**src/hw/vac_pkg.sv**
```systemverilog
package vac_pkg;

	// ---------------------------------------------------------------
	// register map (byte addresses, one word each)
	// ---------------------------------------------------------------
	localparam logic [7:0] ADDR_SYNC_AUX     = 8'h00;
	localparam logic [7:0] ADDR_START_HIGH   = 8'h04;
	localparam logic [7:0] ADDR_START_LOW    = 8'h08;
	localparam logic [7:0] ADDR_PULSE_WIDTH  = 8'h0C;
	localparam logic [7:0] ADDR_CALIB_CONFIG = 8'h10;
	localparam logic [7:0] ADDR_STATUS       = 8'h14;

	// ---------------------------------------------------------------
	// field positions
	// ---------------------------------------------------------------
	localparam int FIRST_EDGE_BIT   = 0;
	localparam int SECOND_EDGE_BIT  = 2;
	localparam int PIN_DISABLE_BIT  = 3;
	localparam int PIN_FUNC_LSB     = 4;
	localparam int AUX_DIVIDE_BIT   = 6;
	localparam int AUX_DISABLE_BIT  = 7;
	localparam int CALIB_DIS_BIT    = 0;
	localparam int CALIB_PIX_LSB    = 2;
	localparam int CALIB_TC_LSB     = 4;
	localparam int START_HIGH_W     = 5;
	localparam int START_LOW_W      = 8;
	localparam int START_W          = 13;

	// writable masks: everything else reads zero
	localparam logic [7:0] MASK_SYNC_AUX     = 8'hFD;
	localparam logic [7:0] MASK_START_HIGH   = 8'h1F;
	localparam logic [7:0] MASK_START_LOW    = 8'hFF;
	localparam logic [7:0] MASK_PULSE_WIDTH  = 8'hFF;
	localparam logic [7:0] MASK_CALIB_CONFIG = 8'h7D;

	// reset values
	localparam logic [7:0] RST_SYNC_AUX     = 8'h00;
	localparam logic [7:0] RST_START_HIGH   = 8'h00;
	localparam logic [7:0] RST_START_LOW    = 8'h00;
	localparam logic [7:0] RST_PULSE_WIDTH  = 8'h08;
	localparam logic [7:0] RST_CALIB_CONFIG = 8'h40;

	// clamp width settings below this make no pulse
	localparam logic [7:0] MIN_PULSE_WIDTH = 8'h02;

	// multipurpose pin functions
	typedef enum logic [1:0] {
		VAC_FUNC_INVERT = 2'b00,
		VAC_FUNC_CLAMP  = 2'b01,
		VAC_FUNC_COAST  = 2'b10,
		VAC_FUNC_EXTERNAL_SAMPLE_CLOCK = 2'b11
	} vac_pin_func_t;

	localparam logic [1:0] RESP_OKAY   = 2'b00;
	localparam logic [1:0] RESP_SLVERR = 2'b10;

	// ---------------------------------------------------------------
	// timing
	// ---------------------------------------------------------------
	localparam int CLK_PERIOD_NS   = 10;
	localparam int UPDATE_DELAY_MS = 100;
	localparam int UPDATE_DELAY_CYCLES = (UPDATE_DELAY_MS * 1000000) / CLK_PERIOD_NS;

	// black pixels averaged per line: 16 << code
	function automatic logic [7:0] calib_pixels(input logic [1:0] code);
		calib_pixels = 8'h10 << code;
	endfunction : calib_pixels

	// loop time constant in lines: 2 ** (5 + code)
	function automatic logic [12:0] calib_lines(input logic [2:0] code);
		calib_lines = 13'h0020 << code;
	endfunction : calib_lines

endpackage : vac_pkg

```
**src/hw/vac_clamp_if.sv**
```systemverilog
interface vac_clamp_if;
	logic                          first_edge_lead;
	logic                          second_edge_lead;
	logic                          sync_select;
	logic [vac_pkg::START_W-1:0]   start_count;
	logic [7:0]                    pulse_length;
	logic                          clamp_start;
	logic                          clamp_pulse;
	logic                          start_hit;
	logic [vac_pkg::START_W-1:0]   pixel_count;

	modport ctrl  (output first_edge_lead, second_edge_lead, sync_select, start_count, pulse_length,
	               input clamp_start, clamp_pulse, start_hit, pixel_count);
	modport timer (input first_edge_lead, second_edge_lead, sync_select, start_count, pulse_length,
	               output clamp_start, clamp_pulse, start_hit, pixel_count);
endinterface : vac_clamp_if

```
**src/hw/vac_clamp_timer.sv**
```systemverilog
module vac_clamp_timer
(
	input  wire logic  clk_in,
	input  wire logic  rst_n_in,
	input  wire logic  sync1_in,
	input  wire logic  sync2_in,
	vac_clamp_if.timer cif
);

	logic                        sync_q;
	logic                        armed;
	logic [7:0]                  remain;
	logic                        sync_now;
	logic                        lead_sel;
	logic                        line_edge;
	logic [vac_pkg::START_W-1:0] count;

	// ---------------------------------------------------------------
	// edge selection
	// ---------------------------------------------------------------
	// sync is active high: leading edge rises, trailing edge falls
	assign sync_now  = cif.sync_select ? sync2_in : sync1_in;
	assign lead_sel  = cif.sync_select ? cif.second_edge_lead : cif.first_edge_lead;
	assign line_edge = lead_sel ? (sync_now & ~sync_q) : (~sync_now & sync_q);

	always_ff @(posedge clk_in)
	begin
		if (!rst_n_in)
			sync_q <= 1'b0;
		else
			sync_q <= sync_now;
	end

	// pixel counter restarts at the selected edge and saturates
	always_ff @(posedge clk_in)
	begin
		if (!rst_n_in)
			count <= '0;
		else if (line_edge)
			count <= '0;
		else if (count != '1)
			count <= count + 1'b1;
	end

	// one start per line; armed stops a late register write from firing twice
	always_ff @(posedge clk_in)
	begin
		if (!rst_n_in)
			armed <= 1'b0;
		else if (line_edge)
			armed <= 1'b1;
		else if (cif.start_hit)
			armed <= 1'b0;
	end

	assign cif.start_hit   = armed & ~line_edge & (count == cif.start_count);
	assign cif.clamp_start = cif.start_hit & (cif.pulse_length >= vac_pkg::MIN_PULSE_WIDTH);
	assign cif.pixel_count = count;

	// clamp pulse length, counted down from the programmed width
	always_ff @(posedge clk_in)
	begin
		if (!rst_n_in)
			remain <= 8'h00;
		else if (cif.clamp_start)
			remain <= cif.pulse_length;
		else if (remain != 8'h00)
			remain <= remain - 8'h01;
	end

	assign cif.clamp_pulse = (remain != 8'h00);
endmodule : vac_clamp_timer

```
**src/hw/vac_sync_clamp_ctrl.sv**
```systemverilog
// Summary of operation
// - bit 0 picks leading or trailing edge of first line sync.
// - bit 2 picks leading or trailing edge of second line sync.
// - pin-disable bit forces the multipurpose input low internally.
// - bits 5..4 route the multipurpose input: invert, clamp, coast, pixel clock.
// - each clamp pulse restores, starts calibration if enabled, loads offsets.
// - with external clamp, offsets load on its leading edge, or when the fallback wait runs out.
// - without internal clamp, pending gain/offset loads within 100 ms.
// - bit 6 selects crystal frequency or half of it on aux output.
// - bit 7 holds the aux clock output low.
// - 13-bit start count, split high/low, delays restore after sync edge.
// - 8-bit clamp width sets restore pulse; calibration unaffected.
// - width 0x00 or 0x01 produces no clamp pulse.
// - calibration-disable bit turns black-level calibration off.
// - bits 3..2 set pixels averaged per line: 16 to 128.
// - time constant is 2 to the (5 + code) lines.
//
// Local design decisions: the AXI4-Lite register port and the register offsets.
module vac_sync_clamp_ctrl
#(
	parameter int UPDATE_DELAY = vac_pkg::UPDATE_DELAY_CYCLES
)
(
	input  wire logic        CLK_SYS_IN,
	input  wire logic        RST_N_IN,
	input  wire logic [7:0]  S_AXI_AWADDR_IN,
	input  wire logic        S_AXI_AWVALID_IN,
	output logic             S_AXI_AWREADY_OUT,
	input  wire logic [31:0] S_AXI_WDATA_IN,
	input  wire logic [3:0]  S_AXI_WSTRB_IN,
	input  wire logic        S_AXI_WVALID_IN,
	output logic             S_AXI_WREADY_OUT,
	output logic [1:0]       S_AXI_BRESP_OUT,
	output logic             S_AXI_BVALID_OUT,
	input  wire logic        S_AXI_BREADY_IN,
	input  wire logic [7:0]  S_AXI_ARADDR_IN,
	input  wire logic        S_AXI_ARVALID_IN,
	output logic             S_AXI_ARREADY_OUT,
	output logic [31:0]      S_AXI_RDATA_OUT,
	output logic [1:0]       S_AXI_RRESP_OUT,
	output logic             S_AXI_RVALID_OUT,
	input  wire logic        S_AXI_RREADY_IN,
	input  wire logic        FIRST_LINE_SYNC_INPUT_IN,
	input  wire logic        SECOND_LINE_SYNC_INPUT_IN,
	input  wire logic        LINE_SYNC_SELECT_IN,
	input  wire logic        MULTIPURPOSE_INPUT_PIN_IN,
	input  wire logic        CRYSTAL_CLOCK_IN,
	input  wire logic        RESTORE_ENABLE_IN,
	input  wire logic        GAIN_OFFSET_WRITE_IN,
	output logic             SAMPLE_CLOCK_INVERT_OUT,
	output logic             EXTERNAL_COAST_OUT,
	output logic             EXTERNAL_SAMPLE_CLOCK_OUT,
	output logic             AUX_CRYSTAL_CLOCK_OUT,
	output logic             DC_RESTORE_PULSE_OUT,
	output logic             CALIB_START_OUT,
	output logic             OFFSET_LOAD_OUT,
	output logic             CALIB_ENABLE_OUT,
	output logic [7:0]       CALIB_PIXELS_OUT,
	output logic [12:0]      CALIB_LINES_OUT
);

	vac_clamp_if cif ();

	logic [7:0]  reg_sync_aux;
	logic [7:0]  reg_start_high;
	logic [7:0]  reg_start_low;
	logic [7:0]  reg_pulse_width;
	logic [7:0]  reg_calib;
	logic        aw_got;
	logic        w_got;
	logic [7:0]  aw_addr_q;
	logic [31:0] w_data_q;
	logic [3:0]  w_strb_q;
	logic        have_aw;
	logic        have_w;
	logic        do_write;
	logic [7:0]  wr_addr;
	logic [31:0] wr_data;
	logic [3:0]  wr_strb;
	logic        wr_lane0;
	logic        rd_take;
	logic [31:0] next_rdata;
	logic        next_rbad;
	logic        pin_eff;
	logic        pin_eff_q;
	logic        ext_clamp_mode;
	logic        ext_clamp_rise;
	logic        internal_clamp;
	logic        pending;
	logic [31:0] wait_count;
	logic        wait_done;
	logic        load_now;
	logic        crystal_q;
	logic        crystal_half;
	vac_pkg::vac_pin_func_t pin_func;

	// ---------------------------------------------------------------
	// axi4-lite write channel
	// ---------------------------------------------------------------
	// address and data are taken in either order; the write happens once both are held
	assign S_AXI_AWREADY_OUT = !aw_got && !S_AXI_BVALID_OUT;
	assign S_AXI_WREADY_OUT  = !w_got && !S_AXI_BVALID_OUT;
	assign have_aw  = aw_got || (S_AXI_AWVALID_IN && S_AXI_AWREADY_OUT);
	assign have_w   = w_got || (S_AXI_WVALID_IN && S_AXI_WREADY_OUT);
	assign do_write = have_aw && have_w;
	assign wr_addr  = aw_got ? aw_addr_q : S_AXI_AWADDR_IN;
	assign wr_data  = w_got ? w_data_q : S_AXI_WDATA_IN;
	assign wr_strb  = w_got ? w_strb_q : S_AXI_WSTRB_IN;
	assign wr_lane0 = do_write && wr_strb[0];

	// hold whichever half arrived first
	always_ff @(posedge CLK_SYS_IN)
	begin
		if (!RST_N_IN)
		begin
			aw_got    <= 1'b0;
			w_got     <= 1'b0;
			aw_addr_q <= 8'h00;
			w_data_q  <= 32'h00000000;
			w_strb_q  <= 4'h0;
		end
		else
		begin
			aw_got <= have_aw && !do_write;
			w_got  <= have_w && !do_write;
			if (S_AXI_AWVALID_IN && S_AXI_AWREADY_OUT)
				aw_addr_q <= S_AXI_AWADDR_IN;
			if (S_AXI_WVALID_IN && S_AXI_WREADY_OUT)
			begin
				w_data_q <= S_AXI_WDATA_IN;
				w_strb_q <= S_AXI_WSTRB_IN;
			end
		end
	end

	// write response; unmapped or status address answers slave error
	always_ff @(posedge CLK_SYS_IN)
	begin
		if (!RST_N_IN)
		begin
			S_AXI_BVALID_OUT <= 1'b0;
			S_AXI_BRESP_OUT  <= vac_pkg::RESP_OKAY;
		end
		else if (do_write)
		begin
			S_AXI_BVALID_OUT <= 1'b1;
			S_AXI_BRESP_OUT  <= (wr_addr < vac_pkg::ADDR_STATUS && wr_addr[1:0] == 2'b00) ?
			                    vac_pkg::RESP_OKAY : vac_pkg::RESP_SLVERR;
		end
		else if (S_AXI_BREADY_IN)
			S_AXI_BVALID_OUT <= 1'b0;
	end

	// ---------------------------------------------------------------
	// configuration registers
	// ---------------------------------------------------------------
	// only byte lane 0 carries data; upper bits are reserved
	always_ff @(posedge CLK_SYS_IN)
	begin
		if (!RST_N_IN)
		begin
			reg_sync_aux    <= vac_pkg::RST_SYNC_AUX;
			reg_start_high  <= vac_pkg::RST_START_HIGH;
			reg_start_low   <= vac_pkg::RST_START_LOW;
			reg_pulse_width <= vac_pkg::RST_PULSE_WIDTH;
			reg_calib       <= vac_pkg::RST_CALIB_CONFIG;
		end
		else if (wr_lane0)
		begin
			unique case (wr_addr)
				vac_pkg::ADDR_SYNC_AUX:     reg_sync_aux    <= wr_data[7:0] & vac_pkg::MASK_SYNC_AUX;
				vac_pkg::ADDR_START_HIGH:   reg_start_high  <= wr_data[7:0] & vac_pkg::MASK_START_HIGH;
				vac_pkg::ADDR_START_LOW:    reg_start_low   <= wr_data[7:0] & vac_pkg::MASK_START_LOW;
				vac_pkg::ADDR_PULSE_WIDTH:  reg_pulse_width <= wr_data[7:0] & vac_pkg::MASK_PULSE_WIDTH;
				vac_pkg::ADDR_CALIB_CONFIG: reg_calib       <= wr_data[7:0] & vac_pkg::MASK_CALIB_CONFIG;
				default:                    ;
			endcase
		end
	end

	// ---------------------------------------------------------------
	// axi4-lite read channel
	// ---------------------------------------------------------------
	assign S_AXI_ARREADY_OUT = !S_AXI_RVALID_OUT;
	assign rd_take = S_AXI_ARVALID_IN && S_AXI_ARREADY_OUT;

	// read mux; status shows the live pixel count and the pending offset load
	always_comb
	begin
		next_rdata = 32'h00000000;
		next_rbad  = 1'b0;
		unique case (S_AXI_ARADDR_IN)
			vac_pkg::ADDR_SYNC_AUX:     next_rdata[7:0] = reg_sync_aux;
			vac_pkg::ADDR_START_HIGH:   next_rdata[7:0] = reg_start_high;
			vac_pkg::ADDR_START_LOW:    next_rdata[7:0] = reg_start_low;
			vac_pkg::ADDR_PULSE_WIDTH:  next_rdata[7:0] = reg_pulse_width;
			vac_pkg::ADDR_CALIB_CONFIG: next_rdata[7:0] = reg_calib;
			vac_pkg::ADDR_STATUS:       next_rdata[15:0] = {pending, DC_RESTORE_PULSE_OUT, 1'b0, cif.pixel_count};
			default:                    next_rbad = 1'b1;
		endcase
	end

	always_ff @(posedge CLK_SYS_IN)
	begin
		if (!RST_N_IN)
		begin
			S_AXI_RVALID_OUT <= 1'b0;
			S_AXI_RDATA_OUT  <= 32'h00000000;
			S_AXI_RRESP_OUT  <= vac_pkg::RESP_OKAY;
		end
		else if (rd_take)
		begin
			S_AXI_RVALID_OUT <= 1'b1;
			S_AXI_RDATA_OUT  <= next_rdata;
			S_AXI_RRESP_OUT  <= next_rbad ? vac_pkg::RESP_SLVERR : vac_pkg::RESP_OKAY;
		end
		else if (S_AXI_RREADY_IN)
			S_AXI_RVALID_OUT <= 1'b0;
	end

	// ---------------------------------------------------------------
	// clamp timer
	// ---------------------------------------------------------------
	assign cif.first_edge_lead  = reg_sync_aux[vac_pkg::FIRST_EDGE_BIT];
	assign cif.second_edge_lead = reg_sync_aux[vac_pkg::SECOND_EDGE_BIT];
	assign cif.sync_select      = LINE_SYNC_SELECT_IN;
	assign cif.start_count      = {reg_start_high[vac_pkg::START_HIGH_W-1:0], reg_start_low};
	assign cif.pulse_length     = reg_pulse_width;

	vac_clamp_timer u_timer
	(
		.clk_in   (CLK_SYS_IN),
		.rst_n_in (RST_N_IN),
		.sync1_in (FIRST_LINE_SYNC_INPUT_IN),
		.sync2_in (SECOND_LINE_SYNC_INPUT_IN),
		.cif      (cif)
	);

	// ---------------------------------------------------------------
	// multipurpose pin routing
	// ---------------------------------------------------------------
	assign pin_eff  = MULTIPURPOSE_INPUT_PIN_IN & ~reg_sync_aux[vac_pkg::PIN_DISABLE_BIT];
	assign pin_func = vac_pkg::vac_pin_func_t'(reg_sync_aux[vac_pkg::PIN_FUNC_LSB +: 2]);
	assign ext_clamp_mode = (pin_func == vac_pkg::VAC_FUNC_CLAMP);
	assign ext_clamp_rise = ext_clamp_mode && pin_eff && !pin_eff_q;
	// an external clamp replaces the internal one
	assign internal_clamp = !ext_clamp_mode && (reg_pulse_width >= vac_pkg::MIN_PULSE_WIDTH);

	always_ff @(posedge CLK_SYS_IN)
	begin
		if (!RST_N_IN)
		begin
			pin_eff_q                 <= 1'b0;
			SAMPLE_CLOCK_INVERT_OUT   <= 1'b0;
			EXTERNAL_COAST_OUT        <= 1'b0;
			EXTERNAL_SAMPLE_CLOCK_OUT <= 1'b0;
		end
		else
		begin
			pin_eff_q                 <= pin_eff;
			SAMPLE_CLOCK_INVERT_OUT   <= pin_eff && pin_func == vac_pkg::VAC_FUNC_INVERT;
			EXTERNAL_COAST_OUT        <= pin_eff && pin_func == vac_pkg::VAC_FUNC_COAST;
			EXTERNAL_SAMPLE_CLOCK_OUT <= pin_eff && pin_func == vac_pkg::VAC_FUNC_EXTERNAL_SAMPLE_CLOCK;
		end
	end

	// ---------------------------------------------------------------
	// clamp actions
	// ---------------------------------------------------------------
	// restore rides the internal pulse or the external clamp; calibration start rides the start hit or the external clamp edge
	always_ff @(posedge CLK_SYS_IN)
	begin
		if (!RST_N_IN)
		begin
			DC_RESTORE_PULSE_OUT <= 1'b0;
			CALIB_START_OUT      <= 1'b0;
		end
		else
		begin
			DC_RESTORE_PULSE_OUT <= RESTORE_ENABLE_IN &&
			                        (ext_clamp_mode ? pin_eff : cif.clamp_pulse);
			// calibration is timed by the start count (external clamp: its rising edge), never by the clamp width
			CALIB_START_OUT      <= !reg_calib[vac_pkg::CALIB_DIS_BIT] &&
			                        (ext_clamp_mode ? ext_clamp_rise : cif.start_hit);
		end
	end

	// fallback wait, only counted while a load is pending
	assign wait_done = (wait_count == 32'(UPDATE_DELAY - 1));
	assign load_now  = (ext_clamp_mode ? ext_clamp_rise : cif.clamp_start) || (pending && wait_done);

	always_ff @(posedge CLK_SYS_IN)
	begin
		if (!RST_N_IN)
			wait_count <= 32'h00000000;
		else if (!pending || load_now)
			wait_count <= 32'h00000000;
		else
			wait_count <= wait_count + 32'h00000001;
	end

	// a write landing with a load keeps the flag: set wins over clear
	always_ff @(posedge CLK_SYS_IN)
	begin
		if (!RST_N_IN)
			pending <= 1'b0;
		else if (GAIN_OFFSET_WRITE_IN)
			pending <= 1'b1;
		else if (load_now)
			pending <= 1'b0;
	end

	always_ff @(posedge CLK_SYS_IN)
	begin
		if (!RST_N_IN)
			OFFSET_LOAD_OUT <= 1'b0;
		else
			OFFSET_LOAD_OUT <= load_now;
	end

	// ---------------------------------------------------------------
	// auxiliary crystal clock
	// ---------------------------------------------------------------
	// crystal is sampled, so it must run below half the system clock
	always_ff @(posedge CLK_SYS_IN)
	begin
		if (!RST_N_IN)
		begin
			crystal_q    <= 1'b0;
			crystal_half <= 1'b0;
		end
		else
		begin
			crystal_q <= CRYSTAL_CLOCK_IN;
			if (CRYSTAL_CLOCK_IN && !crystal_q)
				crystal_half <= !crystal_half;
		end
	end

	always_ff @(posedge CLK_SYS_IN)
	begin
		if (!RST_N_IN)
			AUX_CRYSTAL_CLOCK_OUT <= 1'b0;
		else if (reg_sync_aux[vac_pkg::AUX_DISABLE_BIT])
			AUX_CRYSTAL_CLOCK_OUT <= 1'b0;
		else
			AUX_CRYSTAL_CLOCK_OUT <= reg_sync_aux[vac_pkg::AUX_DIVIDE_BIT] ? crystal_half : CRYSTAL_CLOCK_IN;
	end

	// ---------------------------------------------------------------
	// calibration configuration
	// ---------------------------------------------------------------
	always_ff @(posedge CLK_SYS_IN)
	begin
		if (!RST_N_IN)
		begin
			CALIB_ENABLE_OUT <= 1'b0;
			CALIB_PIXELS_OUT <= 8'h00;
			CALIB_LINES_OUT  <= 13'h0000;
		end
		else
		begin
			CALIB_ENABLE_OUT <= !reg_calib[vac_pkg::CALIB_DIS_BIT];
			CALIB_PIXELS_OUT <= vac_pkg::calib_pixels(reg_calib[vac_pkg::CALIB_PIX_LSB +: 2]);
			CALIB_LINES_OUT  <= vac_pkg::calib_lines(reg_calib[vac_pkg::CALIB_TC_LSB +: 3]);
		end
	end
endmodule : vac_sync_clamp_ctrl

```
**config.mk**
```make
export PLATFORM = sky130hd
export DESIGN_NAME = vac_sync_clamp_ctrl
export DESIGN_NICKNAME = d
export VERILOG_FILES = /design/src/hw/vac_pkg.sv /design/src/hw/vac_clamp_if.sv /design/src/hw/vac_clamp_timer.sv /design/src/hw/vac_sync_clamp_ctrl.sv
export SDC_FILE = /design/constraint.sdc
export NUM_CORES = 1
export LEC_CHECK = 0
export ABC_AREA = 1
export CAP_MARGIN = 10
export CORE_MARGIN = 2
export CORE_UTILIZATION = 55
export DETAILED_ROUTE_END_ITERATION = 12
export DONT_BUFFER_PORTS = 1
export PLACE_DENSITY_LB_ADDON = 0.1
export SYNTH_ARGS = -nofsm -noshare
export SYNTH_HDL_FRONTEND = slang
export SYNTH_SLANG_ARGS = --single-unit
```
**constraint.sdc**
```tcl
create_clock -name CLK_SYS_IN -period 2.49 [get_ports CLK_SYS_IN]
set_input_delay 0.1245 -clock CLK_SYS_IN [delete_from_list [all_inputs] [get_ports CLK_SYS_IN]]
set_output_delay 0.1245 -clock CLK_SYS_IN [all_outputs]
set_load 0.005 [all_outputs]
```
==> key figures, run 1 <==
Worst setup path
  – CP max FO: 33
  – Worst endpoint required time: 2800 ps
  – CP endpoint kind: register
  – CP startpoint kind: input pin
  – Crit Path Category: in -> reg
  – Crit path DAT: 2470 ps

Synthesis
  – Avg Inst Size Synth: 7.09 sq um
  – Post-Syn Area: 7380 sq um
  – Flop and latch count out of synthesis: 151
  – Async S/R FF share, synth: 0%
  – Synth top area cells: dfxtp_1, nand2_1, nor2_1, inv_1, o21ai_0
  – Post-synth cell types: 45
  – Number of synthesis warnings: 0
  – Post-synthesis cell count: 1040
  – Most frequent cell after synthesis: nand2_1
  – EDFF count, synth: 0
  – Commonest cells post-synth: nand2_1, dfxtp_1, nor2_1, inv_1, o21ai_0
  – Yosys top cell by area: dfxtp_1
  – Top FF cell, synth: dfxtp_1
  – Sequential fraction of the synthesis area: 41.0%
  – Post-synth top area share: 41.0%

Placed design
  – Routability cong.: 0.958
  – Input/output buffers: 0
  – Final HPWL DP: 13100 microns

Clocking
  – CTS H-tree depth: 4
  – Total setup buffers inserted after CTS: 0
  – Clock-pin slew on the worst setup and hold paths: 60 ps
  – Worst skew pair latency: 430 ps
  – CTS tree: done
  – Total CTS buffers: 17
  – CTS Sinks: 151
  – Clock Tree Buf Depth: 2
  – CTS Root Cell: clkbuf_16

Finish
  – Filler Cell Count: 1195
  – Layout net count: 1136
  – Layout cell share with drive strength beyond 1: 7.23%
  – Number of diodes: 0
  – Syn-to-layout area delta: 12.4%

STA
  – Setup TNS: 0 ps
  – Hold Fails Final Rpt: 0
  – Fin. max-slew vios: 0
  – Fin Clk Skew: 5.93 ps
  – Maximum clock frequency: 462 MHz
  – Period utilization: 86.9%
  – Worst hold slack: 24.2 ps
  – Slew @ Worst Pin: 960 ps
  – Final setup vio count: 0
  – Minimum clock period: 2160 ps
  – RSZ-0062 raised after global routing: false
  – Slew margin rel.: 35.3%

Routing
  – DRT Pass-1 Iters: 5
  – # DRC: 0
  – Per-cell routed wire length: 14.4 microns
  – Iter 0 DRT Violations: 511
  – Routed WL: 18100 microns
  – Vias per cell: 5.25
  – Remaining antenna violation count: 0
  – Vias: 6588

Die
  – Die Height: 120 microns
  – Initial core utilization: 55.9%
  – Rows: 42
  – Die Wd: 120 microns
  – I/O Pins: 136
  – Die area: 14400 sq um
  – Total core area: 13200 sq um

Global routing
  – Pin count of the biggest net entering global routing: 68
  – Gr usage total: 25.9%
  – Initial antenna violation count: 0
  – First-pass GRT wire length: 29200 microns
  – Number of global-route vias before repair: 5884
  – GR Overflow Total: 0

Power and ir drop
  – Maximum vdd drop: 0.541 mV
  – Pwr per Cell Area: 736 nW/um^2
  – Final Power: 6100 uW
  – Pleak: 0.00325 uW

Hold path
  – Class of the worst hold path: in -> reg

Flow run
  – Max Cap Viol: 0

Status
  – Status: finished clean
[logic make-up after synthesis]
group	synth area share, %
xor+xnor	5.10
other cells	0.0508
simple gates	28.8
fa+ha+maj	0.678
flops	41.0
compound gates	12.3
buf+inv	12.1
[worst max-delay path, cell delays in order]
cell,delay [ps]
dlygate4sd3_1,520
nand2_1,50
dlygate4sd3_1,550
nand2_1,80
inv_1,50
nand3_1,60
nand2_1,150
nor2_1,280
nand4_1,200
nand3b_2,140
buf_12,200
nand2_1,80
[sequential cells by signal (all words and copies together) (netlist names), 4 cells and up]
register / count
wait_count: 32
S_AXI_RDATA_OUT: 15
u_timer.cif.pixel_count: 13
CALIB_LINES_OUT: 8
aw_addr_q: 8
cif.pulse_length: 8
reg_start_low: 8
u_timer.remain: 8
w_data_q: 8
reg_sync_aux: 7
reg_calib: 6
reg_start_high: 5
CALIB_PIXELS_OUT: 4
[path summary, 6_finish.rpt]
path | depth (start not counted) | startpoint | slack [ps] | endpoint
worst min register to register | 2 | aw_addr_q[4]$_SDFFE_PN0P_ | 460 | aw_addr_q[4]$_SDFFE_PN0P_
worst max register to register | 9 | u_timer.cif.pixel_count[0]$_SDFFE_PP0P_ | 390 | u_timer.cif.pixel_count[1]$_SDFFE_PP0P_
worst max-delay path | 12 | FIRST_LINE_SYNC_INPUT_IN | 330 | pending$_SDFFE_PN0P_
worst min-delay path | 2 | RST_N_IN | 20 | cif.pulse_length[3]$_SDFFE_PN1P_
[report_power, final]
group          total [uW]  internal (uW)  leakage [uW]  switching, uW
clock                2610           1590      0.000277           1020
combinational         849            339       0.00174            509
sequential           2650           2550       0.00123            100
total                6100           4480       0.00325           1630
[placed cells by master (no fill, tap or decap), types with 2 or more instances in the layout]
cell type and n:
clkinv_1 2, nand2_1 191, nor2_1 136, buf_4 6
xor2_1 36, xnor2_1 7, nor3_1 46, o21a_1 2
o21ai_1 7, nor3_4 2, bufinv_16 3, inv_2 7
clkinvlp_4 6, nand3_1 55, nor4_1 8, a31oi_1 5
ha_1 4, dlygate4sd3_1 26, clkinv_2 5, nor2_4 4
inv_1 131, a21oi_1 66, nand4_1 14, o211ai_1 3
conb_1 28, o21ai_2 6, nand3_2 3, clkbuf_16 17
o21ai_0 77, nand2_2 5, dfxtp_1 151
[metal layers]
metal	track usage (%)	wire, microns	vias up
li1	-	-	3343
met4	9.78	412	0
met3	6.32	1040	32
met1	35.2	8530	3015
met5	0	0	-
met2	40.1	8120	198
[metrics by stage]
stage	setup slack, ps	cell area [sq um]	util (%)	std cells
2_1_floorplan	781	7480	-	1067
3_5_place_dp	431	7410	56.2	1196
4_1_cts	343	8290	62.9	1255
3_3_place_gp	464	7410	56.2	1196
5_1_grt	86.9	8290	62.9	1255
6_report	327	8290	62.9	1255
[cell type report]
class / count / area, sq um / area share [%]
Clock buffer: 19 / 443 / 5.34
Clock inverter: 13 / 155 / 1.87
Tap cell: 176 / 220 / 2.65
Sequential cell: 151 / 3020 / 36.4
Inverter: 141 / 531 / 6.40
Multi-Input combinational cell: 721 / 3570 / 43.0
Timing Repair Buffer: 34 / 353 / 4.25
[what timing repair did]
action,CTS,global route
hold buffers,27,0
hold endpoints to repair,75,0
gates resized for setup,0,0
Note: power is estimated with default switching activity, not from simulation.
==> run 2, diff against run 1 <==
CORE_ASPECT_RATIO = 0.9   (was unset)
CORE_MARGIN = unset   (was 2)
==> run 2 against run 1 <==
Effect of this change: hold slack got worse by 18 ps; sequential share of layout area is 0.18 points higher; non-clock buffer count is 3 higher; setup slack lost 33 ps; utilization grew 1.2 points; via count shrank 2.2%; clock power is 7% lower; critical path depth did not move; critical endpoint is now wait_count[25]$_SDFF_PP0_.
==> key figures, run 2 (synthesis gave the netlist of run 1 again) <==
STA
  – Maximum clock frequency: 455 MHz (was 462 MHz)
  – Fin Clk Skew: 6.17 ps (was 5.93 ps)
  – Slew margin rel.: 48.5% (was 35.3%)
  – Slew @ Worst Pin: 767 ps (was 960 ps)
  – PnR worst setup slack: 294 ps (was 327 ps)
  – Minimum clock period: 2200 ps (was 2160 ps)
  – RSZ-0062 raised after global routing: false (unchanged)
  – Final setup vio count: 0 (unchanged)
  – Hold Fails Final Rpt: 0 (unchanged)
  – Period utilization: 88.2% (was 86.9%)
  – Fin. max-slew vios: 0 (unchanged)
  – Setup TNS: 0 ps (unchanged)

Finish
  – Most common cell after layout, fill and taps aside: nand2_1 (unchanged)
  – Largest Register: wait_count (unchanged)
  – Layout net count: 1139 (was 1136)
  – Number of diodes: 0 (unchanged)
  – Filler Cell Count: 1220 (was 1195)
  – Area of the multi-input gates: 3570 sq um (unchanged)
  – Storage cell area: 3020 sq um (unchanged)
  – Syn-to-layout area delta: 11.9% (was 12.4%)
  – Max reg flops: 32 (unchanged)
  – Commonest cells after routing, fill and taps aside: nand2_1, dfxtp_1, nor2_1 (unchanged)
  – Layout Cells excl Fill: 1243 (was 1255)
  – Layout cell share with drive strength beyond 1: 7.23% (unchanged)

Worst setup path
  – Worst Path Buf+Inv: 4 (unchanged)
  – R2R depth: 6 (was 9)
  – Reg2Reg Setup Slack: 410 ps (was 390 ps)
  – CP endpoint kind: register (unchanged)
  – CP max FO: 33 (unchanged)
  – Worst endpoint required time: 2810 ps (was 2800 ps)
  – Delay-heaviest family, CP: buffers and inverters (unchanged)
  – Worst path max stage delay: 550 ps (about the same)
  – Crit Path Category: in -> reg (unchanged)
  – CP cell instances: dlygate4sd3_1, nand2_1, dlygate4sd3_1, nand2_1, inv_1, nand3_1, nand2_1, nor2_1, nand4_1, nand3b_2, buf_12, nor2_1 (was dlygate4sd3_1, nand2_1, dlygate4sd3_1, nand2_1, inv_1, nand3_1, nand2_1, nor2_1, nand4_1, nand3b_2, buf_12, nand2_1)
  – Critical path's most frequent cell: nand2_1 (unchanged)
  – Worst path slowest cell: dlygate4sd3_1 (unchanged)
  – Worst r2r src: aw_got$_SDFF_PN0_ (was u_timer.cif.pixel_count[0]$_SDFFE_PP0P_)
  – Reg2Reg Capture Point: cif.pulse_length[7]$_SDFFE_PN0P_ (was u_timer.cif.pixel_count[1]$_SDFFE_PP0P_)
  – CP startpoint kind: input pin (unchanged)
  – Crit path DAT: 2510 ps (was 2470 ps)

Global routing
  – GR Overflow Total: 0 (unchanged)
  – Grt met1 use: 37.9% (was 35.2%)
  – GR Util met2: 40.4% (was 40.1%)
  – Initial antenna violation count: 0 (unchanged)
  – First-pass GRT wire length: 29100 microns (was 29200 microns)
  – Pin count of the biggest net entering global routing: 68 (unchanged)
  – Number of global-route vias before repair: 5947 (was 5884)
  – Gr usage total: 27.2% (was 25.9%)
  – Grt met3 use: 7.17% (was 6.32%)
  – GR peak layer: met2 (unchanged)

Power and ir drop
  – Pwr per Cell Area: 720 nW/um^2 (was 736 nW/um^2)
  – Cell internal pwr: 4370 uW (was 4480 uW)
  – Switching Share: 26.4% (was 26.6%)
  – Pleak: 0.00325 uW (about the same)
  – Clk network pwr share: 41.0% (was 42.7%)
  – Psw: 1570 uW (was 1630 uW)
  – Reg power frac: 44.6% (was 43.4%)
  – Maximum vdd drop: 0.530 mV (was 0.541 mV)
  – Share of total power in combinational logic: 14.5% (was 13.9%)

Clocking
  – CTS resizes: 0 (unchanged)
  – Clock-pin slew on the worst setup and hold paths: 60 ps (about the same)
  – Clock Tree Buf Depth: 2 (unchanged)
  – Worst skew pair latency: 430 ps (about the same)
  – Total CTS buffers: 17 (unchanged)
  – CTS Sinks: 151 (unchanged)
  – CTS Root Cell: clkbuf_16 (unchanged)
  – CTS H-tree depth: 4 (unchanged)
  – # hold bufs at CTS: 26 (was 27)
  – CTS tree: done (unchanged)
  – Total setup buffers inserted after CTS: 0 (unchanged)

Status
  – Status: finished clean (unchanged)

Placed design
  – Post-Place Cells: 1188 (was 1196)
  – Dpl ws: 436 ps (was 431 ps)
  – Routability cong.: 0.926 (was 0.958)
  – Input/output buffers: 0 (unchanged)
  – Final HPWL DP: 12800 microns (was 13100 microns)

Routing
  – Routed WL: 17600 microns (was 18100 microns)
  – Vias: 6440 (was 6588)
  – Vias per cell: 5.18 (was 5.25)
  – Per-cell routed wire length: 14.1 microns (was 14.4 microns)
  – Iter 0 DRT Violations: 619 (was 511)
  – # DRC: 0 (unchanged)
  – DRT Pass-1 Iters: 7 (was 5)
  – Remaining antenna violation count: 0 (unchanged)

Die
  – Total core area: 12900 sq um (was 13200 sq um)
  – Die Wd: 124 microns (was 120 microns)
  – I/O Pins: 136 (unchanged)
  – Rows: 39 (was 42)
  – Initial core utilization: 57.3% (was 55.9%)
  – Die area: 13900 sq um (was 14400 sq um)
  – Die Height: 112 microns (was 120 microns)

Hold path
  – Hold Path End: aw_addr_q[4]$_SDFFE_PN0P_ (was cif.pulse_length[3]$_SDFFE_PN1P_)
  – Hold_sp: S_AXI_AWADDR_IN[4] (was RST_N_IN)
  – Hold path depth: 2 (unchanged)
  – Class of the worst hold path: in -> reg (unchanged)

Flow run
  – Max Cap Viol: 0 (unchanged)
==> run 2: cell count changes in the layout (fill, tap and decap cells not counted), sizes merged <==
cell / delta
buf: +4
clkbuf: +1
clkinvlp: -2
clkinv: -1
dlygate4sd3: -1
bufinv: -1
==> run 2: power groups by stage <==
stage | registers, uW | logic, uW | clock network [uW]
CTS | 2650 | 853 | 2470
finish | 2650 | 859 | 2430
global route | 2660 | 980 | 2580
detailed placement | 2700 | 790 | 0
global placement | 2700 | 784 | 0
floorplan | 2670 | 687 | 0
==> run 2: worst register-to-register path, stage by stage (launching register included) <==
cell	delay (ps)
dfxtp_1	510
o31ai_1	660
nand3_1	170
nor2_1	180
nand2_2	160
o21ai_0	250
nor2_1	60
==> run 2: routing by layer <==
metal	part of all wire (%)	vias to the layer above	routed length, microns
met3	6.2	30	1080
met4	1.8	0	316
li1	-	3339	-
met1	48	2893	8380
met2	44	178	7780
met5	0	-	0
==> run 2: layout make-up <==
type | instances | area share (%)
sequential | 151 | 36.6
multi-input combinational | 721 | 43.3
clock buffer | 20 | 5.41
clock inverter | 9 | 1.27
tap | 164 | 2.49
inverter | 141 | 6.43
timing repair buffer | 37 | 4.52
==> run 2: worst max path at each step <==
stage	from	endpoint	slack, ps	depth (start not counted)
finish	SECOND_LINE_SYNC_INPUT_IN	wait_count[25]$_SDFF_PP0_	290	12
CTS	SECOND_LINE_SYNC_INPUT_IN	wait_count[25]$_SDFF_PP0_	350	12
detailed placement	aw_got$_SDFF_PN0_	reg_start_low[2]$_SDFFE_PN0P_	440	6
floorplan	wait_count[0]$_SDFF_PP0_	pending$_SDFFE_PN0P_	780	9
global route	SECOND_LINE_SYNC_INPUT_IN	u_timer.remain[1]$_SDFFE_PN0P_	60	13
global placement	aw_got$_SDFF_PN0_	reg_start_low[2]$_SDFFE_PN0P_	450	6
==> run 2: per-stage QoR <==
stage | cell area [sq um] | hold WS [ps] | total power (uW) | utilization, %
2_1_floorplan | 7480 | 222 | 3360 | -
3_5_place_dp | 7420 | 232 | 3490 | 57.6
6_report | 8250 | 6.49 | 5940 | 64.1
3_3_place_gp | 7420 | 224 | 3480 | 57.6
4_1_cts | 8250 | 17.0 | 5970 | 64.1
5_1_grt | 8250 | 19.5 | 6220 | 64.1
==> run 3, diff against run 2 <==
CORE_ASPECT_RATIO = unset   (was 0.9)
==> run 3 against run 2 <==
Effect of this change: combinational power fell by 1%; first-iteration DRC count fell by 15%; register-to-register slack got worse by 50 ps; clock power rose by 4%; largest power group unchanged; sequential power barely moved; clock skew rose by 2.2 ps; die area barely moved; sequential share of layout area fell by 0.24 points; cell area rose by 0.67%; utilization rose by 0.72 points; fmax rose by 0.39%; non-clock buffer count rose by 1.
==> key figures, run 3 (synthesis gave the netlist of run 1 again) <==
Status
  – Status: finished clean (unchanged)

Routing
  – Iter 0 DRT Violations: 528 (was 619)
  – Remaining antenna violation count: 0 (unchanged)
  – DRT Pass-1 Iters: 5 (was 7)
  – # DRC: 0 (unchanged)
  – Routed WL: 17900 microns (was 17600 microns)
  – Vias: 6519 (was 6440)
  – Per-cell routed wire length: 14.2 microns (was 14.1 microns)
  – Vias per cell: 5.20 (was 5.18)

Hold path
  – Hold Path End: cif.pulse_length[3]$_SDFFE_PN1P_ (was aw_addr_q[4]$_SDFFE_PN0P_)
  – Class of the worst hold path: in -> reg (unchanged)
  – Hold_sp: RST_N_IN (was S_AXI_AWADDR_IN[4])
  – Hold path depth: 2 (unchanged)

Finish
  – Filler Cell Count: 1194 (was 1220)
  – Number of diodes: 0 (unchanged)
  – Commonest cells after routing, fill and taps aside: nand2_1, dfxtp_1, nor2_1 (unchanged)
  – Syn-to-layout area delta: 12.6% (was 11.9%)
  – Storage cell area: 3020 sq um (unchanged)
  – Most common cell after layout, fill and taps aside: nand2_1 (unchanged)
  – Largest Register: wait_count (unchanged)
  – Layout cell share with drive strength beyond 1: 7.30% (was 7.23%)
  – Layout net count: 1140 (was 1139)
  – Area of the multi-input gates: 3570 sq um (unchanged)
  – Max reg flops: 32 (unchanged)

Worst setup path
  – Worst path slowest cell: dlygate4sd3_1 (unchanged)
  – CP startpoint kind: input pin (unchanged)
  – Crit Path Category: in -> reg (unchanged)
  – CP endpoint kind: register (unchanged)
  – Worst Path Buf+Inv: 4 (unchanged)
  – Reg2Reg Capture Point: cif.pulse_length[1]$_SDFFE_PN0P_ (was cif.pulse_length[7]$_SDFFE_PN0P_)
  – Critical path's most frequent cell: nand2_1 (unchanged)
  – Crit path DAT: 2500 ps (was 2510 ps)
  – Delay-heaviest family, CP: buffers and inverters (unchanged)
  – Reg2Reg Setup Slack: 360 ps (was 410 ps)
  – CP max FO: 33 (unchanged)
  – R2R depth: 8 (was 6)
  – Worst r2r src: aw_got$_SDFF_PN0_ (unchanged)
  – CP cell instances: dlygate4sd3_1, nand2_1, dlygate4sd3_1, nand2_1, inv_1, nand3_1, nand2_1, nor2_1, nand4_1, nand3b_2, buf_12, nor2_1 (unchanged)
  – Worst endpoint required time: 2800 ps (was 2810 ps)
  – Worst path max stage delay: 540 ps (was 550 ps)

STA
  – Slew @ Worst Pin: 804 ps (was 767 ps)
  – Fin Clk Skew: 8.37 ps (was 6.17 ps)
  – Fin. max-slew vios: 0 (unchanged)
  – Maximum clock frequency: 457 MHz (was 455 MHz)
  – Period utilization: 87.9% (was 88.2%)
  – Setup TNS: 0 ps (unchanged)
  – Slew margin rel.: 45.9% (was 48.5%)
  – Minimum clock period: 2190 ps (was 2200 ps)
  – RSZ-0062 raised after global routing: false (unchanged)
  – Final setup vio count: 0 (unchanged)
  – Worst hold slack: 30.2 ps (was 6.49 ps)
  – Hold Fails Final Rpt: 0 (unchanged)

Global routing
  – Gr usage total: 26.8% (was 27.2%)
  – Pin count of the biggest net entering global routing: 67 (was 68)
  – First-pass GRT wire length: 29800 microns (was 29100 microns)
  – GR Overflow Total: 0 (unchanged)
  – Number of global-route vias before repair: 6126 (was 5947)
  – Initial antenna violation count: 0 (unchanged)

Power and ir drop
  – Maximum vdd drop: 0.481 mV (was 0.530 mV)
  – Pwr per Cell Area: 725 nW/um^2 (was 720 nW/um^2)
  – Pleak: 0.00326 uW (was 0.00325 uW)

Clocking
  – CTS H-tree depth: 4 (unchanged)
  – Clock-pin slew on the worst setup and hold paths: 60 ps (about the same)
  – Clock Tree Buf Depth: 2 (unchanged)
  – CTS Root Cell: clkbuf_16 (unchanged)
  – Total CTS buffers: 17 (unchanged)
  – CTS resizes: 0 (unchanged)
  – Worst skew pair latency: 420 ps (was 430 ps)
  – CTS Sinks: 151 (unchanged)
  – # hold bufs at CTS: 28 (was 26)
  – Total setup buffers inserted after CTS: 0 (unchanged)
  – CTS tree: done (unchanged)

Die
  – I/O Pins: 136 (unchanged)
  – Die area: 13900 sq um (about the same)
  – Die Wd: 118 microns (was 124 microns)
  – Die Height: 118 microns (was 112 microns)
  – Initial core utilization: 57.5% (was 57.3%)
  – Rows: 41 (was 39)
  – Total core area: 12800 sq um (was 12900 sq um)

Placed design
  – Routability cong.: 0.954 (was 0.926)
  – Input/output buffers: 0 (unchanged)
  – Final HPWL DP: 12800 microns (about the same)

Flow run
  – Max Cap Viol: 0 (unchanged)
## run 3: cell types whose count changed in the layout (fill, tap and decap cells not counted)
| cell | change |
|---|---|
| dlygate4sd3_1 | +2 |
| buf_4 | -1 |
| clkinvlp_4 | +1 |
| clkbuf_8 | +1 |
| clkinv_4 | +3 |
| clkinv_2 | -3 |
## run 3: metrics by stage
step | area, sq um | total power [uW] | setup WS, ps | std cells | utilization [%]
floorplan | 7480 | 3360 | 781 | 1067 | -
global placement | 7430 | 3470 | 471 | 1195 | 57.9
detailed placement | 7430 | 3480 | 437 | 1195 | 57.9
CTS | 8310 | 6050 | 339 | 1254 | 64.8
global route | 8310 | 6300 | 138 | 1254 | 64.8
finish | 8310 | 6020 | 302 | 1254 | 64.8
## run 3: area by class of cell
| type | count | share of cell area, % |
|---|---|---|
| clock buffer | 21 | 5.54 |
| inverter | 141 | 6.39 |
| multi-input combinational | 721 | 43.0 |
| sequential | 151 | 36.4 |
| timing repair buffer | 38 | 4.64 |
| tap | 172 | 2.59 |
| clock inverter | 10 | 1.49 |
## run 3: how the worst max path moves through the flow
stage	start	endpoint	slack [ps]	cells past startpoint
6_report	SECOND_LINE_SYNC_INPUT_IN	wait_count[28]$_SDFF_PP0_	300	12
2_1_floorplan	wait_count[0]$_SDFF_PP0_	pending$_SDFFE_PN0P_	780	9
3_5_place_dp	aw_got$_SDFF_PN0_	reg_sync_aux[0]$_SDFFE_PN0P_	440	8
4_1_cts	SECOND_LINE_SYNC_INPUT_IN	pending$_SDFFE_PN0P_	340	12
3_3_place_gp	aw_got$_SDFF_PN0_	reg_sync_aux[0]$_SDFFE_PN0P_	470	8
5_1_grt	wait_count[0]$_SDFF_PP0_	pending$_SDFFE_PN0P_	140	9
## run 3: report_power, final
group | switching (uW) | internal (uW)
clock | 998 | 1530
combinational | 503 | 346
sequential | 102 | 2550
## run 3: metal layers
metal / share of wire [%] / global-route usage (%) / vias up
met3: 6.0 / 6.15 / 25
met5: 0 / 0 / -
met1: 47 / 35.8 / 2976
li1: - / - / 3342
met2: 46 / 42.9 / 176
met4: 1.4 / 8.33 / 0
